<file path="config.mk">
export PLATFORM = sky130hd
export DESIGN_NAME = pqe_engine
export DESIGN_NICKNAME = d
export VERILOG_FILES = /design/src/pqe_pkg.sv /design/src/pqe_desc_view.sv /design/src/pqe_engine.sv
export SDC_FILE = /design/constraint.sdc
export NUM_CORES = 2
export LEC_CHECK = 0
export CAP_MARGIN = 20
export CELL_PAD_IN_SITES_DETAIL_PLACEMENT = 0
export CELL_PAD_IN_SITES_GLOBAL_PLACEMENT = 1
export CORE_UTILIZATION = 51
export CTS_BUF_LIST = sky130_fd_sc_hd__clkbuf_2
export CTS_CLUSTER_DIAMETER = 100
export CTS_CLUSTER_SIZE = 28
export DETAILED_ROUTE_END_ITERATION = 10
export DONT_BUFFER_PORTS = 1
export PLACE_DENSITY_LB_ADDON = 0.08
export SYNTH_ARGS = -nofsm -noshare
export SYNTH_HDL_FRONTEND = slang
export SYNTH_SLANG_ARGS = --single-unit
</file>
<file path="constraint.sdc">
create_clock -name clk -period 31 [get_ports clk]
set_input_delay 6.2 -clock clk [delete_from_list [all_inputs] [get_ports clk]]
set_output_delay 6.2 -clock clk [all_outputs]
set_load 0.02 [all_outputs]
</file>
<file path="src/pqe_pkg.sv">
// ----------------------------------------------------------------
// Shared constants for the packed ring queue engine
// ----------------------------------------------------------------
package pqe_pkg;

  // APB register byte offsets
  localparam logic [7:0] OFF_CTRL    = 8'h00;
  localparam logic [7:0] OFF_QSIZE   = 8'h04;
  localparam logic [7:0] OFF_RING_LO = 8'h08;
  localparam logic [7:0] OFF_RING_HI = 8'h0c;
  localparam logic [7:0] OFF_DEVT_LO = 8'h10;
  localparam logic [7:0] OFF_DEVT_HI = 8'h14;
  localparam logic [7:0] OFF_MAXCH   = 8'h18;
  localparam logic [7:0] OFF_NOTIFY  = 8'h1c;
  localparam logic [7:0] OFF_STATUS  = 8'h20;
  localparam logic [7:0] OFF_COUNT   = 8'h24;

  // Control and status bit positions
  localparam int CTRL_EN_BIT   = 0;
  localparam int CTRL_QRST_BIT = 1;
  localparam int ST_BUSY_BIT   = 16;
  localparam int ST_ERR_BIT    = 17;
  localparam int ST_UWRAP_BIT  = 18;

  // Values after reset
  localparam logic [14:0] QSIZE_RST = 15'h0100;
  localparam logic [15:0] MAXCH_RST = 16'h0000;
  localparam logic        WRAP_RST  = 1'b1;

  // Ring geometry: 16-byte entries, 4-byte suppression words
  localparam int DESC_SHIFT = 4;
  localparam int EVT_SHIFT  = 2;

  // Descriptor flag values
  localparam logic [15:0] F_CHAIN    = 16'h0001;
  localparam logic [15:0] F_WRITABLE = 16'h0002;
  localparam logic [15:0] F_INDIRECT = 16'h0004;
  localparam logic [15:0] F_OFFERED  = 16'h0080;
  localparam logic [15:0] F_CONSUMED = 16'h8000;

  // Notification policy codes
  localparam logic [1:0] EVT_ENABLE  = 2'h0;
  localparam logic [1:0] EVT_DISABLE = 2'h1;
  localparam logic [1:0] EVT_DESC    = 2'h2;

  typedef enum logic [3:0] {
    S_IDLE, S_RING_RD, S_TBL_RD, S_CHECK, S_ISSUE,
    S_WAIT_CMP, S_WB, S_EVT_RD, S_HALT
  } pqe_state_e;

endpackage

</file>
<file path="src/pqe_desc_view.sv">
`timescale 1ns/1ps
// ----------------------------------------------------------------
// Splits one 16-byte little-endian descriptor into its fields
// ----------------------------------------------------------------
module pqe_desc_view import pqe_pkg::*; (
  input  wire logic [127:0] raw,
  input  wire logic         exp_wrap,
  output logic      [63:0]  d_addr,
  output logic      [31:0]  d_len,
  output logic      [15:0]  d_id,
  output logic              d_chain,
  output logic              d_writable,
  output logic              d_indirect,
  output logic              d_offered
);
  logic [15:0] flags;

  // Field lanes: address, length, identifier, flags
  assign d_addr     = raw[63:0];
  assign d_len      = raw[95:64];
  assign d_id       = raw[111:96];
  assign flags      = raw[127:112];
  assign d_chain    = |(flags & F_CHAIN);
  assign d_writable = |(flags & F_WRITABLE);
  assign d_indirect = |(flags & F_INDIRECT);

  // A zeroed entry never matches: offered bit must equal the wrap, consumed bit the opposite
  assign d_offered = (|(flags & F_OFFERED) == exp_wrap) && (|(flags & F_CONSUMED) != exp_wrap);
endmodule // pqe_desc_view

</file>
<file path="src/pqe_engine.sv">
// Local design decisions: the APB interface to the registers and the register offsets.
`timescale 1ns/1ps
// Functional notes
// - Descriptors are started strictly in ring order.
// - Used descriptors are written in completion order.
// - Ring entries are 16-byte aligned; suppression words 4-byte aligned.
// - Entry holds 64-bit address, 32-bit length, 16-bit id, 16-bit flags.
// - Ring starts zeroed; zero entry is never treated as offered.
// - Suppression: 15-bit position, wrap bit, 2-bit policy, reserved zeros.
// - Policy 0 enables, 1 disables, 2 enables at one position.
// - Flag value 1 means the list continues in the next entry.
// - Flag value 4 means the buffer holds a descriptor table.
// - Never write device-readable buffers; avoid reading writable ones.
// - Consume only entries whose offered bit changed.
// - No change to an entry after its consumed bit flipped.
// - Chained entries are consumed in order; list length may be capped.
// - Wrap counters start at 1 and toggle at ring end.
// - Device may fetch an entry as soon as it is offered.
module pqe_engine import pqe_pkg::*; (
  input  wire logic         clk,
  input  wire logic         rst,
  input  wire logic         psel,
  input  wire logic         penable,
  input  wire logic         pwrite,
  input  wire logic [7:0]   paddr,
  input  wire logic [31:0]  pwdata,
  output logic      [31:0]  prdata,
  output logic              pready,
  output logic              pslverr,
  output logic              mem_req,
  output logic              mem_we,
  output logic      [63:0]  mem_addr,
  output logic      [127:0] mem_wdata,
  input  wire logic         mem_ack,
  input  wire logic [127:0] mem_rdata,
  output logic              buf_valid,
  input  wire logic         buf_ready,
  output logic      [63:0]  buf_addr,
  output logic      [31:0]  buf_len,
  output logic              buf_writable,
  output logic              buf_last,
  input  wire logic         cmp_valid,
  output logic              cmp_ready,
  input  wire logic [31:0]  cmp_len,
  output logic              used_notify
);

  // ----------------------------------------------------------------
  // State
  // ----------------------------------------------------------------
  pqe_state_e   state_ff, nxt_state;
  logic         ctrl_en_ff;
  logic [14:0]  qsize_ff;
  logic [63:0]  ring_base_ff, devt_base_ff;
  logic [15:0]  maxch_ff, hint_ff;
  logic         err_ff;
  logic [31:0]  count_ff;
  logic [31:0]  prdata_ff;
  logic [14:0]  pos_ff, nxt_pos, head_ff, nxt_head;
  logic         wrap_ff, nxt_wrap, uwrap_ff, nxt_uwrap;
  logic [127:0] raw_ff;
  logic         in_tbl_ff, nxt_in_tbl;
  logic [63:0]  tbl_base_ff, nxt_tbl_base;
  logic [15:0]  tbl_idx_ff, nxt_tbl_idx, tbl_left_ff, nxt_tbl_left;
  logic [15:0]  nbuf_ff, nxt_nbuf, id_ff, nxt_id;
  logic [63:0]  buf_addr_ff, nxt_buf_addr;
  logic [31:0]  buf_len_ff, nxt_buf_len, used_len_ff, nxt_used_len;
  logic         buf_wr_ff, nxt_buf_wr, more_ff, nxt_more;
  logic         any_wr_ff, nxt_any_wr, notify_ff, nxt_notify;
  logic         err_set, count_inc;

  // ----------------------------------------------------------------
  // Register bus decode
  // ----------------------------------------------------------------
  logic        apb_hit, apb_wr, apb_setup, qrst, err_clr;
  logic [31:0] rd_val;
  assign apb_setup = psel && !penable;
  assign apb_wr    = psel && penable && pwrite && apb_hit;
  assign qrst      = apb_wr && (paddr == OFF_CTRL) && pwdata[CTRL_QRST_BIT];
  assign err_clr   = apb_wr && (paddr == OFF_STATUS) && pwdata[ST_ERR_BIT];
  assign pready    = 1'b1;   // Every access finishes in its first access cycle
  assign pslverr   = psel && penable && !apb_hit;
  assign prdata    = prdata_ff;

  // Read mux; unmapped offsets read zero and answer with an error
  always_comb begin
    apb_hit = 1'b1;
    if (paddr == OFF_CTRL)         rd_val = {31'h0, ctrl_en_ff};
    else if (paddr == OFF_QSIZE)   rd_val = {17'h0, qsize_ff};
    else if (paddr == OFF_RING_LO) rd_val = ring_base_ff[31:0];
    else if (paddr == OFF_RING_HI) rd_val = ring_base_ff[63:32];
    else if (paddr == OFF_DEVT_LO) rd_val = devt_base_ff[31:0];
    else if (paddr == OFF_DEVT_HI) rd_val = devt_base_ff[63:32];
    else if (paddr == OFF_MAXCH)   rd_val = {16'h0, maxch_ff};
    else if (paddr == OFF_NOTIFY)  rd_val = {16'h0, hint_ff};
    else if (paddr == OFF_STATUS)  rd_val = {13'h0, uwrap_ff, err_ff, state_ff != S_IDLE, wrap_ff, pos_ff};
    else if (paddr == OFF_COUNT)   rd_val = count_ff;
    else begin
      apb_hit = 1'b0;
      rd_val  = 32'h0;
    end
  end

  // Software registers; alignment of the bases is the driver's duty, low bits are dropped
  always_ff @(posedge clk or posedge rst) begin
    if (rst) begin
      ctrl_en_ff   <= 1'b0;
      qsize_ff     <= QSIZE_RST;
      ring_base_ff <= 64'h0;
      devt_base_ff <= 64'h0;
      maxch_ff     <= MAXCH_RST;
      hint_ff      <= 16'h0;
      prdata_ff    <= 32'h0;
    end else begin
      if (apb_setup) prdata_ff <= rd_val;
      if (apb_wr && paddr == OFF_CTRL)    ctrl_en_ff <= pwdata[CTRL_EN_BIT];
      if (apb_wr && paddr == OFF_QSIZE)   qsize_ff <= pwdata[14:0];
      if (apb_wr && paddr == OFF_RING_LO) ring_base_ff[31:0] <= {pwdata[31:DESC_SHIFT], 4'h0};
      if (apb_wr && paddr == OFF_RING_HI) ring_base_ff[63:32] <= pwdata;
      if (apb_wr && paddr == OFF_DEVT_LO) devt_base_ff[31:0] <= {pwdata[31:EVT_SHIFT], 2'h0};
      if (apb_wr && paddr == OFF_DEVT_HI) devt_base_ff[63:32] <= pwdata;
      if (apb_wr && paddr == OFF_MAXCH)   maxch_ff <= pwdata[15:0];
      if (apb_wr && paddr == OFF_NOTIFY)  hint_ff <= pwdata[15:0]; // Position and wrap of next unoffered
    end
  end

  // ----------------------------------------------------------------
  // Descriptor view and helpers
  // ----------------------------------------------------------------
  logic [63:0] v_addr;
  logic [31:0] v_len;
  logic [15:0] v_id;
  logic        v_chain, v_wr, v_ind, v_offered;

  pqe_desc_view u_view (
    .raw        (raw_ff),
    .exp_wrap   (wrap_ff),
    .d_addr     (v_addr),
    .d_len      (v_len),
    .d_id       (v_id),
    .d_chain    (v_chain),
    .d_writable (v_wr),
    .d_indirect (v_ind),
    .d_offered  (v_offered)
  );

  // Byte address of a ring entry; used for fetch and for write-back
  function automatic logic [63:0] ring_addr(input logic [63:0] base, input logic [14:0] idx);
    ring_addr = base + {45'h0, idx, 4'h0};
  endfunction

  logic [15:0] limit;
  logic        last_slot, rd_done;
  logic [31:0] evt_word;
  logic        notify_hit;
  logic [15:0] wb_flags;
  // Zero cap means the queue size bounds a list
  assign limit     = (maxch_ff == 16'h0) ? {1'b0, qsize_ff} : maxch_ff;
  assign last_slot = (pos_ff == qsize_ff - 15'h1);
  assign rd_done   = mem_ack && (state_ff == S_RING_RD || state_ff == S_TBL_RD);
  // Pick the 32-bit suppression word out of its 16-byte line
  assign evt_word  = mem_rdata[{devt_base_ff[3:2], 5'h0} +: 32];
  assign notify_hit = (evt_word[17:16] == EVT_ENABLE) ||
                      (evt_word[17:16] == EVT_DESC && evt_word[14:0] == head_ff && evt_word[15] == uwrap_ff);
  assign wb_flags  = uwrap_ff ? (F_OFFERED | F_CONSUMED) : 16'h0;

  // ----------------------------------------------------------------
  // Memory and user-side outputs
  // ----------------------------------------------------------------
  assign mem_req   = (state_ff == S_RING_RD) || (state_ff == S_TBL_RD) || (state_ff == S_WB) || (state_ff == S_EVT_RD);
  assign mem_we    = (state_ff == S_WB);
  assign mem_addr  = (state_ff == S_RING_RD) ? ring_addr(ring_base_ff, pos_ff) :
                     (state_ff == S_TBL_RD)  ? tbl_base_ff + {44'h0, tbl_idx_ff, 4'h0} :
                     (state_ff == S_WB)      ? ring_addr(ring_base_ff, head_ff) :
                                               {devt_base_ff[63:4], 4'h0};
  // One 16-byte write carries the flags, so the entry is touched once only
  assign mem_wdata = {wb_flags, id_ff, used_len_ff, 64'h0};
  assign buf_valid    = (state_ff == S_ISSUE);
  assign buf_addr     = buf_addr_ff;
  assign buf_len      = buf_len_ff;
  assign buf_writable = buf_wr_ff; // User may write only when set, and should not read it then
  assign buf_last     = !more_ff;
  assign cmp_ready    = (state_ff == S_WAIT_CMP);
  assign used_notify  = notify_ff;

  // ----------------------------------------------------------------
  // Ring walker
  // ----------------------------------------------------------------
  always_comb begin
    nxt_state    = state_ff;
    nxt_pos      = pos_ff;
    nxt_wrap     = wrap_ff;
    nxt_head     = head_ff;
    nxt_uwrap    = uwrap_ff;
    nxt_in_tbl   = in_tbl_ff;
    nxt_tbl_base = tbl_base_ff;
    nxt_tbl_idx  = tbl_idx_ff;
    nxt_tbl_left = tbl_left_ff;
    nxt_nbuf     = nbuf_ff;
    nxt_id       = id_ff;
    nxt_buf_addr = buf_addr_ff;
    nxt_buf_len  = buf_len_ff;
    nxt_buf_wr   = buf_wr_ff;
    nxt_more     = more_ff;
    nxt_any_wr   = any_wr_ff;
    nxt_used_len = used_len_ff;
    nxt_notify   = 1'b0;
    err_set      = 1'b0;
    count_inc    = 1'b0;
    case (state_ff)
      S_IDLE: begin
        if (ctrl_en_ff) nxt_state = S_RING_RD; // Poll the next slot; entries are fetched once offered
      end
      S_RING_RD, S_TBL_RD: begin
        if (mem_ack) nxt_state = S_CHECK;
      end
      S_CHECK: begin
        if (in_tbl_ff) begin
          // Table entries: only the writable flag counts, id is ignored
          if (nbuf_ff >= limit) begin
            err_set   = 1'b1;
            nxt_state = S_HALT;
          end else begin
            nxt_buf_addr = v_addr;
            nxt_buf_len  = v_len;
            nxt_buf_wr   = v_wr;
            nxt_more     = (tbl_left_ff != 16'h1);
            nxt_tbl_left = tbl_left_ff - 16'h1;
            nxt_tbl_idx  = tbl_idx_ff + 16'h1;
            nxt_nbuf     = nbuf_ff + 16'h1;
            nxt_state    = S_ISSUE;
          end
        end else if (!v_offered) begin
          // A hole inside a list means the head was offered too early
          if (nbuf_ff != 16'h0) begin
            err_set   = 1'b1;
            nxt_state = S_HALT;
          end else begin
            nxt_state = S_IDLE; // Not yet offered: leave it alone
          end
        end else begin
          // Step to the next slot, toggling the wrap at the ring end
          nxt_pos  = last_slot ? 15'h0 : pos_ff + 15'h1;
          nxt_wrap = last_slot ? !wrap_ff : wrap_ff;
          nxt_id   = v_id;
          if (v_ind) begin
            if (nbuf_ff != 16'h0 || v_len[31:DESC_SHIFT] == 28'h0) begin
              err_set   = 1'b1;
              nxt_state = S_HALT;
            end else begin
              nxt_in_tbl   = 1'b1;
              nxt_tbl_base = v_addr;
              nxt_tbl_idx  = 16'h0;
              nxt_tbl_left = v_len[19:DESC_SHIFT];
              nxt_state    = S_TBL_RD;
            end
          end else if (nbuf_ff >= limit) begin
            err_set   = 1'b1;   // List longer than the cap
            nxt_state = S_HALT;
          end else begin
            nxt_buf_addr = v_addr;
            nxt_buf_len  = v_len;
            nxt_buf_wr   = v_wr;
            nxt_more     = v_chain;
            nxt_nbuf     = nbuf_ff + 16'h1;
            nxt_state    = S_ISSUE;
          end
        end
      end
      S_ISSUE: begin
        if (buf_ready) begin
          nxt_any_wr = any_wr_ff || buf_wr_ff;
          // Chained entries follow in ring order, table entries in table order
          if (more_ff) nxt_state = in_tbl_ff ? S_TBL_RD : S_RING_RD;
          else         nxt_state = S_WAIT_CMP;
        end
      end
      S_WAIT_CMP: begin
        if (cmp_valid) begin
          // Nothing was written if the list held no writable buffer
          nxt_used_len = any_wr_ff ? cmp_len : 32'h0;
          nxt_state    = S_WB;
        end
      end
      S_WB: begin
        if (mem_ack) nxt_state = S_EVT_RD;
      end
      S_EVT_RD: begin
        if (mem_ack) begin
          nxt_notify = notify_hit;
          count_inc  = 1'b1;
          nxt_head   = pos_ff;     // Next used entry lands at the next list head
          nxt_uwrap  = wrap_ff;
          nxt_in_tbl = 1'b0;
          nxt_nbuf   = 16'h0;
          nxt_any_wr = 1'b0;
          nxt_state  = S_IDLE;
        end
      end
      default: nxt_state = S_HALT; // Stuck until a queue reset
    endcase
  end

  // Walker registers; a queue reset restarts the ring at slot 0 with wrap 1
  always_ff @(posedge clk or posedge rst) begin
    if (rst) begin
      state_ff <= S_IDLE;
      pos_ff   <= 15'h0;
      wrap_ff  <= WRAP_RST;
      head_ff  <= 15'h0;
      uwrap_ff <= WRAP_RST;
      nbuf_ff  <= 16'h0;
      in_tbl_ff <= 1'b0;
      any_wr_ff <= 1'b0;
    end else if (qrst) begin
      state_ff <= S_IDLE;
      pos_ff   <= 15'h0;
      wrap_ff  <= WRAP_RST;
      head_ff  <= 15'h0;
      uwrap_ff <= WRAP_RST;
      nbuf_ff  <= 16'h0;
      in_tbl_ff <= 1'b0;
      any_wr_ff <= 1'b0;
    end else begin
      state_ff <= nxt_state;
      pos_ff   <= nxt_pos;
      wrap_ff  <= nxt_wrap;
      head_ff  <= nxt_head;
      uwrap_ff <= nxt_uwrap;
      nbuf_ff  <= nxt_nbuf;
      in_tbl_ff <= nxt_in_tbl;
      any_wr_ff <= nxt_any_wr;
    end
  end

  // Datapath registers carry no control meaning, so they skip the queue reset
  always_ff @(posedge clk or posedge rst) begin
    if (rst) begin
      raw_ff      <= 128'h0;
      tbl_base_ff <= 64'h0;
      tbl_idx_ff  <= 16'h0;
      tbl_left_ff <= 16'h0;
      id_ff       <= 16'h0;
      buf_addr_ff <= 64'h0;
      buf_len_ff  <= 32'h0;
      buf_wr_ff   <= 1'b0;
      more_ff     <= 1'b0;
      used_len_ff <= 32'h0;
      notify_ff   <= 1'b0;
    end else begin
      if (rd_done) raw_ff <= mem_rdata;
      tbl_base_ff <= nxt_tbl_base;
      tbl_idx_ff  <= nxt_tbl_idx;
      tbl_left_ff <= nxt_tbl_left;
      id_ff       <= nxt_id;
      buf_addr_ff <= nxt_buf_addr;
      buf_len_ff  <= nxt_buf_len;
      buf_wr_ff   <= nxt_buf_wr;
      more_ff     <= nxt_more;
      used_len_ff <= nxt_used_len;
      notify_ff   <= nxt_notify;
    end
  end

  // Sticky error and completed-list count; a new error wins over its clear
  always_ff @(posedge clk or posedge rst) begin
    if (rst) begin
      err_ff   <= 1'b0;
      count_ff <= 32'h0;
    end else begin
      if (err_set)      err_ff <= 1'b1;
      else if (err_clr) err_ff <= 1'b0;
      if (count_inc)    count_ff <= count_ff + 32'h1;
    end
  end
endmodule // pqe_engine

</file>
* Word level (Yosys, flattened, before mapping)
Cells that the tools add are included.
** Storage, ports and cells
- Bits in registers :: 660
- Latch bits :: 0
- Bits in writable memories :: 0
- ROM bits :: 0
- Input bits :: 208
- Output and inout port bits :: 329
- Logic and storage cells :: 255
- Memories :: 0
** Operators by class
- $add $sub $neg :: 9
- Multipliers :: 0
- Divide/modulo/power cells :: 0
- Magnitude comparators :: 1
- Equal/unequal tests :: 35
- Shifts and indexed selects :: 1
- Muxes and demuxes :: 115
- Bitwise gates (word level) :: 3
- Reductions and logical operators :: 61
** Operators with widths (number)
- 2-to-1 mux 32 bit :: 15
- 2-to-1 mux 64 bit :: 7
- 2-to-1 mux 16 bit :: 18
- adder 64 x 19 -> 64 bit :: 2
- indexed part select 128 x 8 -> 18 bit :: 1
- 2-to-1 mux 15 bit :: 8
- adder 64 x 20 -> 64 bit :: 1
- 2-to-1 mux 4 bit :: 13
- 2-to-1 mux 1 bit :: 48
- adder 16 x 1 -> 16 bit, second input constant :: 2
- adder 32 x 1 -> 32 bit, second input constant :: 1
- equality test 8 x 5 -> 1 bit, second input constant :: 4
- one-hot mux 16 bit (2 select lines) :: 1
- equality test 15 bit :: 2
- zero test 28 bit :: 1
- one-hot mux 4 bit (7 select lines) :: 1
- logical AND 1 bit :: 20
- equality test 4 x 3 -> 1 bit, second input constant :: 4
- equality test 8 x 4 -> 1 bit, second input constant :: 2
- equality test 8 x 6 -> 1 bit, second input constant :: 2
- >= comparator 16 bit :: 1
- zero test 16 bit :: 1
- inequality test 16 x 1 -> 1 bit, second input constant :: 1
- nonzero test 16 bit :: 1
- other kinds (33) :: 68

* Depth between registers and ports, before layout
- Depth after elaboration :: 16
- Depth in mapped cells :: 17
- Depth with buffers taken out :: 12

* Hierarchy
Synthesis repeated with hierarchy kept, for this count alone.
** Second synthesis, totals
- Cells, all modules :: 3946
- Area total of the unflattened synthesis :: 37242.0 um^2
** Modules (own cells, without submodules)
- pqe_engine :: times used 1, cells an instance 3828, area an instance 36356.1 um^2, sequential area each 16519.6 um^2
- pqe_desc_view :: times used 1, cells an instance 118, area an instance 885.8 um^2, sequential area each 0.0 um^2

* Worst setup path before layout
OpenSTA, ideal clock, no wires.
- Path kind :: input-to-output
- Start :: input paddr[7]
- End :: output pslverr
- Data arrival time :: 7.218 ns
- Data required time :: 24.800 ns
- Path slack :: 17.582 ns
- Cell stages on the path :: 4
- Buffers on the path :: 0
- Cell sequence :: or4b_1 > nor2_1 > o21ai_0 > and3_1
** On the way
- Word-level cells in the longest chain between the ends :: 13
- Elaborated cells between the ends (all ways) :: 22
- Classes of those cells :: eq/ne: 9; mux: 10; reduce/logical: 3
** Ends and longest elaborated chain
- start: declaration :: RTL line pqe_engine.sv:25 : input wire logic [7:0] paddr,
- equality test 8 x 6 -> 1 bit :: RTL line pqe_engine.sv:97 : else if (paddr == OFF_COUNT) rd_val = count_ff;
- 2-to-1 mux 1 bit :: RTL line pqe_engine.sv:97
- 2-to-1 mux 1 bit :: RTL line pqe_engine.sv:96 : else if (paddr == OFF_STATUS) rd_val = {13'h0, uwrap_ff, err_ff, state_ff != S_IDLE, wrap_ff, pos_ff};
- 2-to-1 mux 1 bit :: RTL line pqe_engine.sv:95 : else if (paddr == OFF_NOTIFY) rd_val = {16'h0, hint_ff};
- 2-to-1 mux 1 bit :: RTL line pqe_engine.sv:94 : else if (paddr == OFF_MAXCH) rd_val = {16'h0, maxch_ff};
- 2-to-1 mux 1 bit :: RTL line pqe_engine.sv:93 : else if (paddr == OFF_DEVT_HI) rd_val = devt_base_ff[63:32];
- 2-to-1 mux 1 bit :: RTL line pqe_engine.sv:92 : else if (paddr == OFF_DEVT_LO) rd_val = devt_base_ff[31:0];
- 2-to-1 mux 1 bit :: RTL line pqe_engine.sv:91 : else if (paddr == OFF_RING_HI) rd_val = ring_base_ff[63:32];
- 2-to-1 mux 1 bit :: RTL line pqe_engine.sv:90 : else if (paddr == OFF_RING_LO) rd_val = ring_base_ff[31:0];
- 2-to-1 mux 1 bit :: RTL line pqe_engine.sv:89 : else if (paddr == OFF_QSIZE) rd_val = {17'h0, qsize_ff};
- 2-to-1 mux 1 bit * :: RTL line pqe_engine.sv:88 : if (paddr == OFF_CTRL) rd_val = {31'h0, ctrl_en_ff};
- zero test 1 bit * :: RTL line pqe_engine.sv:82 : assign pslverr = psel && penable && !apb_hit;
- logical AND 1 bit * :: RTL line pqe_engine.sv:82
- end: declaration :: RTL line pqe_engine.sv:29 : output logic pslverr,
Mark *: on every way between the ends. The rest lies on a longest branch, timed or not.

* Worst setup path in the final report
Same ends and word-level chain as after synthesis.

==> metrics.md <==
| Metric | Value |
|---|---|
| Vias | `~29000` |
| Highest net fanout along the worst path | `4` |
| Post-CTS resize count | `0` |
| Detailed-route DRC error count | `0` |
| Hold_sp | `raw_ff[33]$_DFFE_PP0P_` |
| Final setup fails | `0` |
| Hold_ws | `0.408 ns` |
| H-tree levels | `1` |
| DR iter-0 viols | `roughly 3100` |
| Met2 WL | `~56000 um` |
| Crit. End Element | `output pin` |
| Clk slew on worst S/H paths | `0.47 ns` |
| Drt total wl | `126000 um` |
| Hold WC Path Type | `register to register` |
| Placed instance area | `36700 um^2` |
| Post-route ant nets | `0` |
| Worst r2r src | `maxch_ff[3]$_DFFE_PP0P_` |
| Core Footprint | `70300 um^2` |
| Cts-stage hold buffer count | `0` |
| Maximum vdd drop | `about 0.000052 V` |
| FFs w/ async S/R, synth | `1.00` |
| Crit. Startpoint | `paddr[7]` |
| CP arrival | `around 7.4 ns` |
| Post-synthesis sequential area ratio | `0.447` |
| Metal3 WL | `12500 um` |
| Total grt overflow | `0` |
| Largest net degree at the start of global routing | `172` |
| Die Footprint | `between 70000 and 80000 um^2` |
| Die Ht | `about 270 um` |
| Final min period | `13.58 ns` |
| Gr usage total | `0.338` |
| Area grow syn2layout | `2.32%` |
| Yosys top cell area share | `0.445` |
| Synth Cell Area | `36300 um^2` |
| First-pass GRT wire length | `between 150000 and 200000 um` |
| Achievable Freq | `roughly 74 MHz` |
| Pre-Repair DR Iteration Count | `6` |
| Worst EP required | `24.80 ns` |
| Most common cell after layout, fill and taps aside | `nand2_1` |
| Syn. warnings | `0` |
| RSZ-0062 raised after global routing | `no` |
| Hpwl dp | `93000 um` |
| Initial antenna violation count | `5` |
| IO Count | `around 540` |
| Layout Nets | `3965` |
| Placed Cells | `4585` |
| Vias in the first global route | `27600` |
| Worst-path cell chain | `or4b_1 > nor2_1 > o21ai_0 > and3_1` |
| Crit Path Class | `input pin to output pin` |
| Starting Density | `0.517` |
| Most frequent cells in the layout | `nand2_1 (839), dfrtp_1 (646), mux2_2 (294)` |
| Per-cell routed wire length | `27.0 um` |
| Cell taking the most area after synthesis | `dfrtp_1` |
| Clock Path Buffers | `3` |
| Status | `complete, no violations` |
| Final period utilization | `0.438` |
| Post-CTS setup buffers | `0` |
| Footprint of the multi-input gates | `~19000 um^2` |
| # fillers | `6459` |
| Pwr per Cell Area | `just under 50 nW/um^2` |
| Top cells by area, synth | `dfrtp_1 (45%), mux2_2 (9.1%), nand2_1 (8.7%), xnor2_1 (2.6%), ha_1 (2.4%)` |
| Final Max Tran Viols | `0` |
| Sink Count | `about 650` |
| Max-Cap Viols | `0` |
| CTS buffer count | `31` |
| CTS tree | `yes` |
| Share of layout cells above drive strength 1 | `0.125` |
| Slowest-stage cell, CP | `or4b_1` |
| Hold path endpoint | `tbl_base_ff[33]$_DFFE_PP0P_` |
| Row cnt | `97` |
| Synth Flop Type | `dfrtp_1` |
| Die Wd | `269 um` |
| Gpl congestion | `1.01` |
| CTS root buffer | `clkbuf_2` |
| Worst slew pin tran | `1.25 ns` |
| LEAKAGE | `17.4 nW` |
| PortBufs | `0` |
| Worst R2R End | `buf_addr[4]$_DFFE_PP0P_` |
| R2R depth | `13` |
| Met1 WL | `between 50000 and 60000 um` |
| Vias per cell | `6.31` |
| Setup ws final | `17.42 ns` |
| CP peak stage delay | `0.63 ns` |
| FF+latch count, synth | `649` |
| Syn_area_per_cell | `9.47 um^2` |
| Pre-CTS setup slack | `about 17 ns` |
| R2R Setup Slk | `25.62 ns` |
| Worst skew pair latency | `1.36 ns` |
| Synth unique cells | `92` |
| Cells after synthesis | `approximately 3800` |
| Fin cells | `4646` |
| Slew HR | `0.156` |
| Clock Skew | `roughly 0.12 ns` |
| Hold path cells | `2` |
| Post-synth EDFFs | `0` |
| Final Hold Viols | `0` |
| FF+latch area | `approximately 16000 um^2` |
| Post-route cell area | `37200 um^2` |
| Critical path launch point type | `input pin` |
| TNS Setup | `0 ns` |
| Top sig layer | `met4` |
[stage by stage]
| stage | total power (W) | util |
|---|---|---|
| floorplan | 0.00140 | - |
| global placement | 0.00151 | 0.522 |
| detailed placement | 0.00152 | 0.523 |
| CTS | 0.00185 | 0.528 |
| global route | 0.00193 | 0.529 |
| finish | 0.00184 | 0.529 |
[cell usage after synthesis (15+ instances only)]
master	instances
or3_1	19
a21oi_1	173
nor3_1	53
o22ai_1	25
mux2_2	294
buf_1	23
nand3_1	85
and3_1	46
nor2b_1	32
o21ai_1	15
nor4_1	42
nand2_1	844
buf_2	19
a22o_1	30
inv_1	55
a221oi_1	20
o221ai_1	23
buf_4	84
o21ai_0	144
o2111ai_1	16
and2_1	17
a222oi_1	21
a22oi_1	20
mux4_2	18
and4_1	24
xnor2_1	107
ha_1	70
nand4_1	63
nor2_1	171
o211ai_1	24
clkbuf_1	189
xor2_1	96
a31oi_1	27
a21o_1	28
nand2b_1	22
dfrtp_1	646
mux2i_1	44
a211oi_1	24
[area by class of cell]
class / instances / share of cell area
antenna: 6 / 0.000404
clock buffer: 37 / 0.00498
clock inverter: 12 / 0.00478
inverter: 55 / 0.00576
multi-input combinational: 2892 / 0.503
sequential: 649 / 0.437
tap: 940 / 0.0316
timing repair buffer: 55 / 0.0124
[cell families after synthesis]
kind of cell	Yosys count	synth area share
and+or+nand+nor	1467	0.183
AOI/OAI and AO/OA	714	0.132
DFF	649	0.447
buffers and inverters	372	0.0482
muxes	356	0.114
xor gates and xnor gates	203	0.0489
adders and majority gates	73	0.0258
other	2	0.000207
[where the power goes]
group / total [W] / internal (W) / switching, W / leakage, nW
Sequential: 0.00118 / 0.000983 / 0.000198 / 8.74
Clock: 0.000325 / 0.0000455 / 0.000280 / 0.228
Combinational: 0.000333 / 0.000143 / 0.000190 / 8.39
[layer usage]
metal	track usage	vias up
li1	-	13100
met1	0.483	14700
met2	0.506	1354
met3	0.0865	160
met4	0.0917	0
met5	0	-
[worst max path at each step]
stage | to | slack, ns | cells after the start
finish | pslverr | 17.42 | 4
floorplan | any_wr_ff$_DFFE_PP0P_ | 6.62 | 1
CTS | pslverr | 17.42 | 4
global placement | pslverr | 17.43 | 4
detailed placement | pslverr | 17.42 | 4
global route | pslverr | 17.34 | 4
[state kept, by name, summed over array words and instances, names as in the netlist, 16 cells and up]
name,flops
buf_addr,64
buf_len,32
count_ff,32
devt_base_ff,62
hint_ff,16
id_ff,16
maxch_ff,16
nbuf_ff,16
prdata,32
raw_ff,117
ring_base_ff,60
tbl_base_ff,64
tbl_idx_ff,16
tbl_left_ff,16
used_len_ff,32
[critical path, delay by kind of cell]
kind               cells  cell delay (ns)
and+or+nand+nor        3             1.05
AOI/OAI and AO/OA      1             0.13
(Power assumes the default switching activity.)
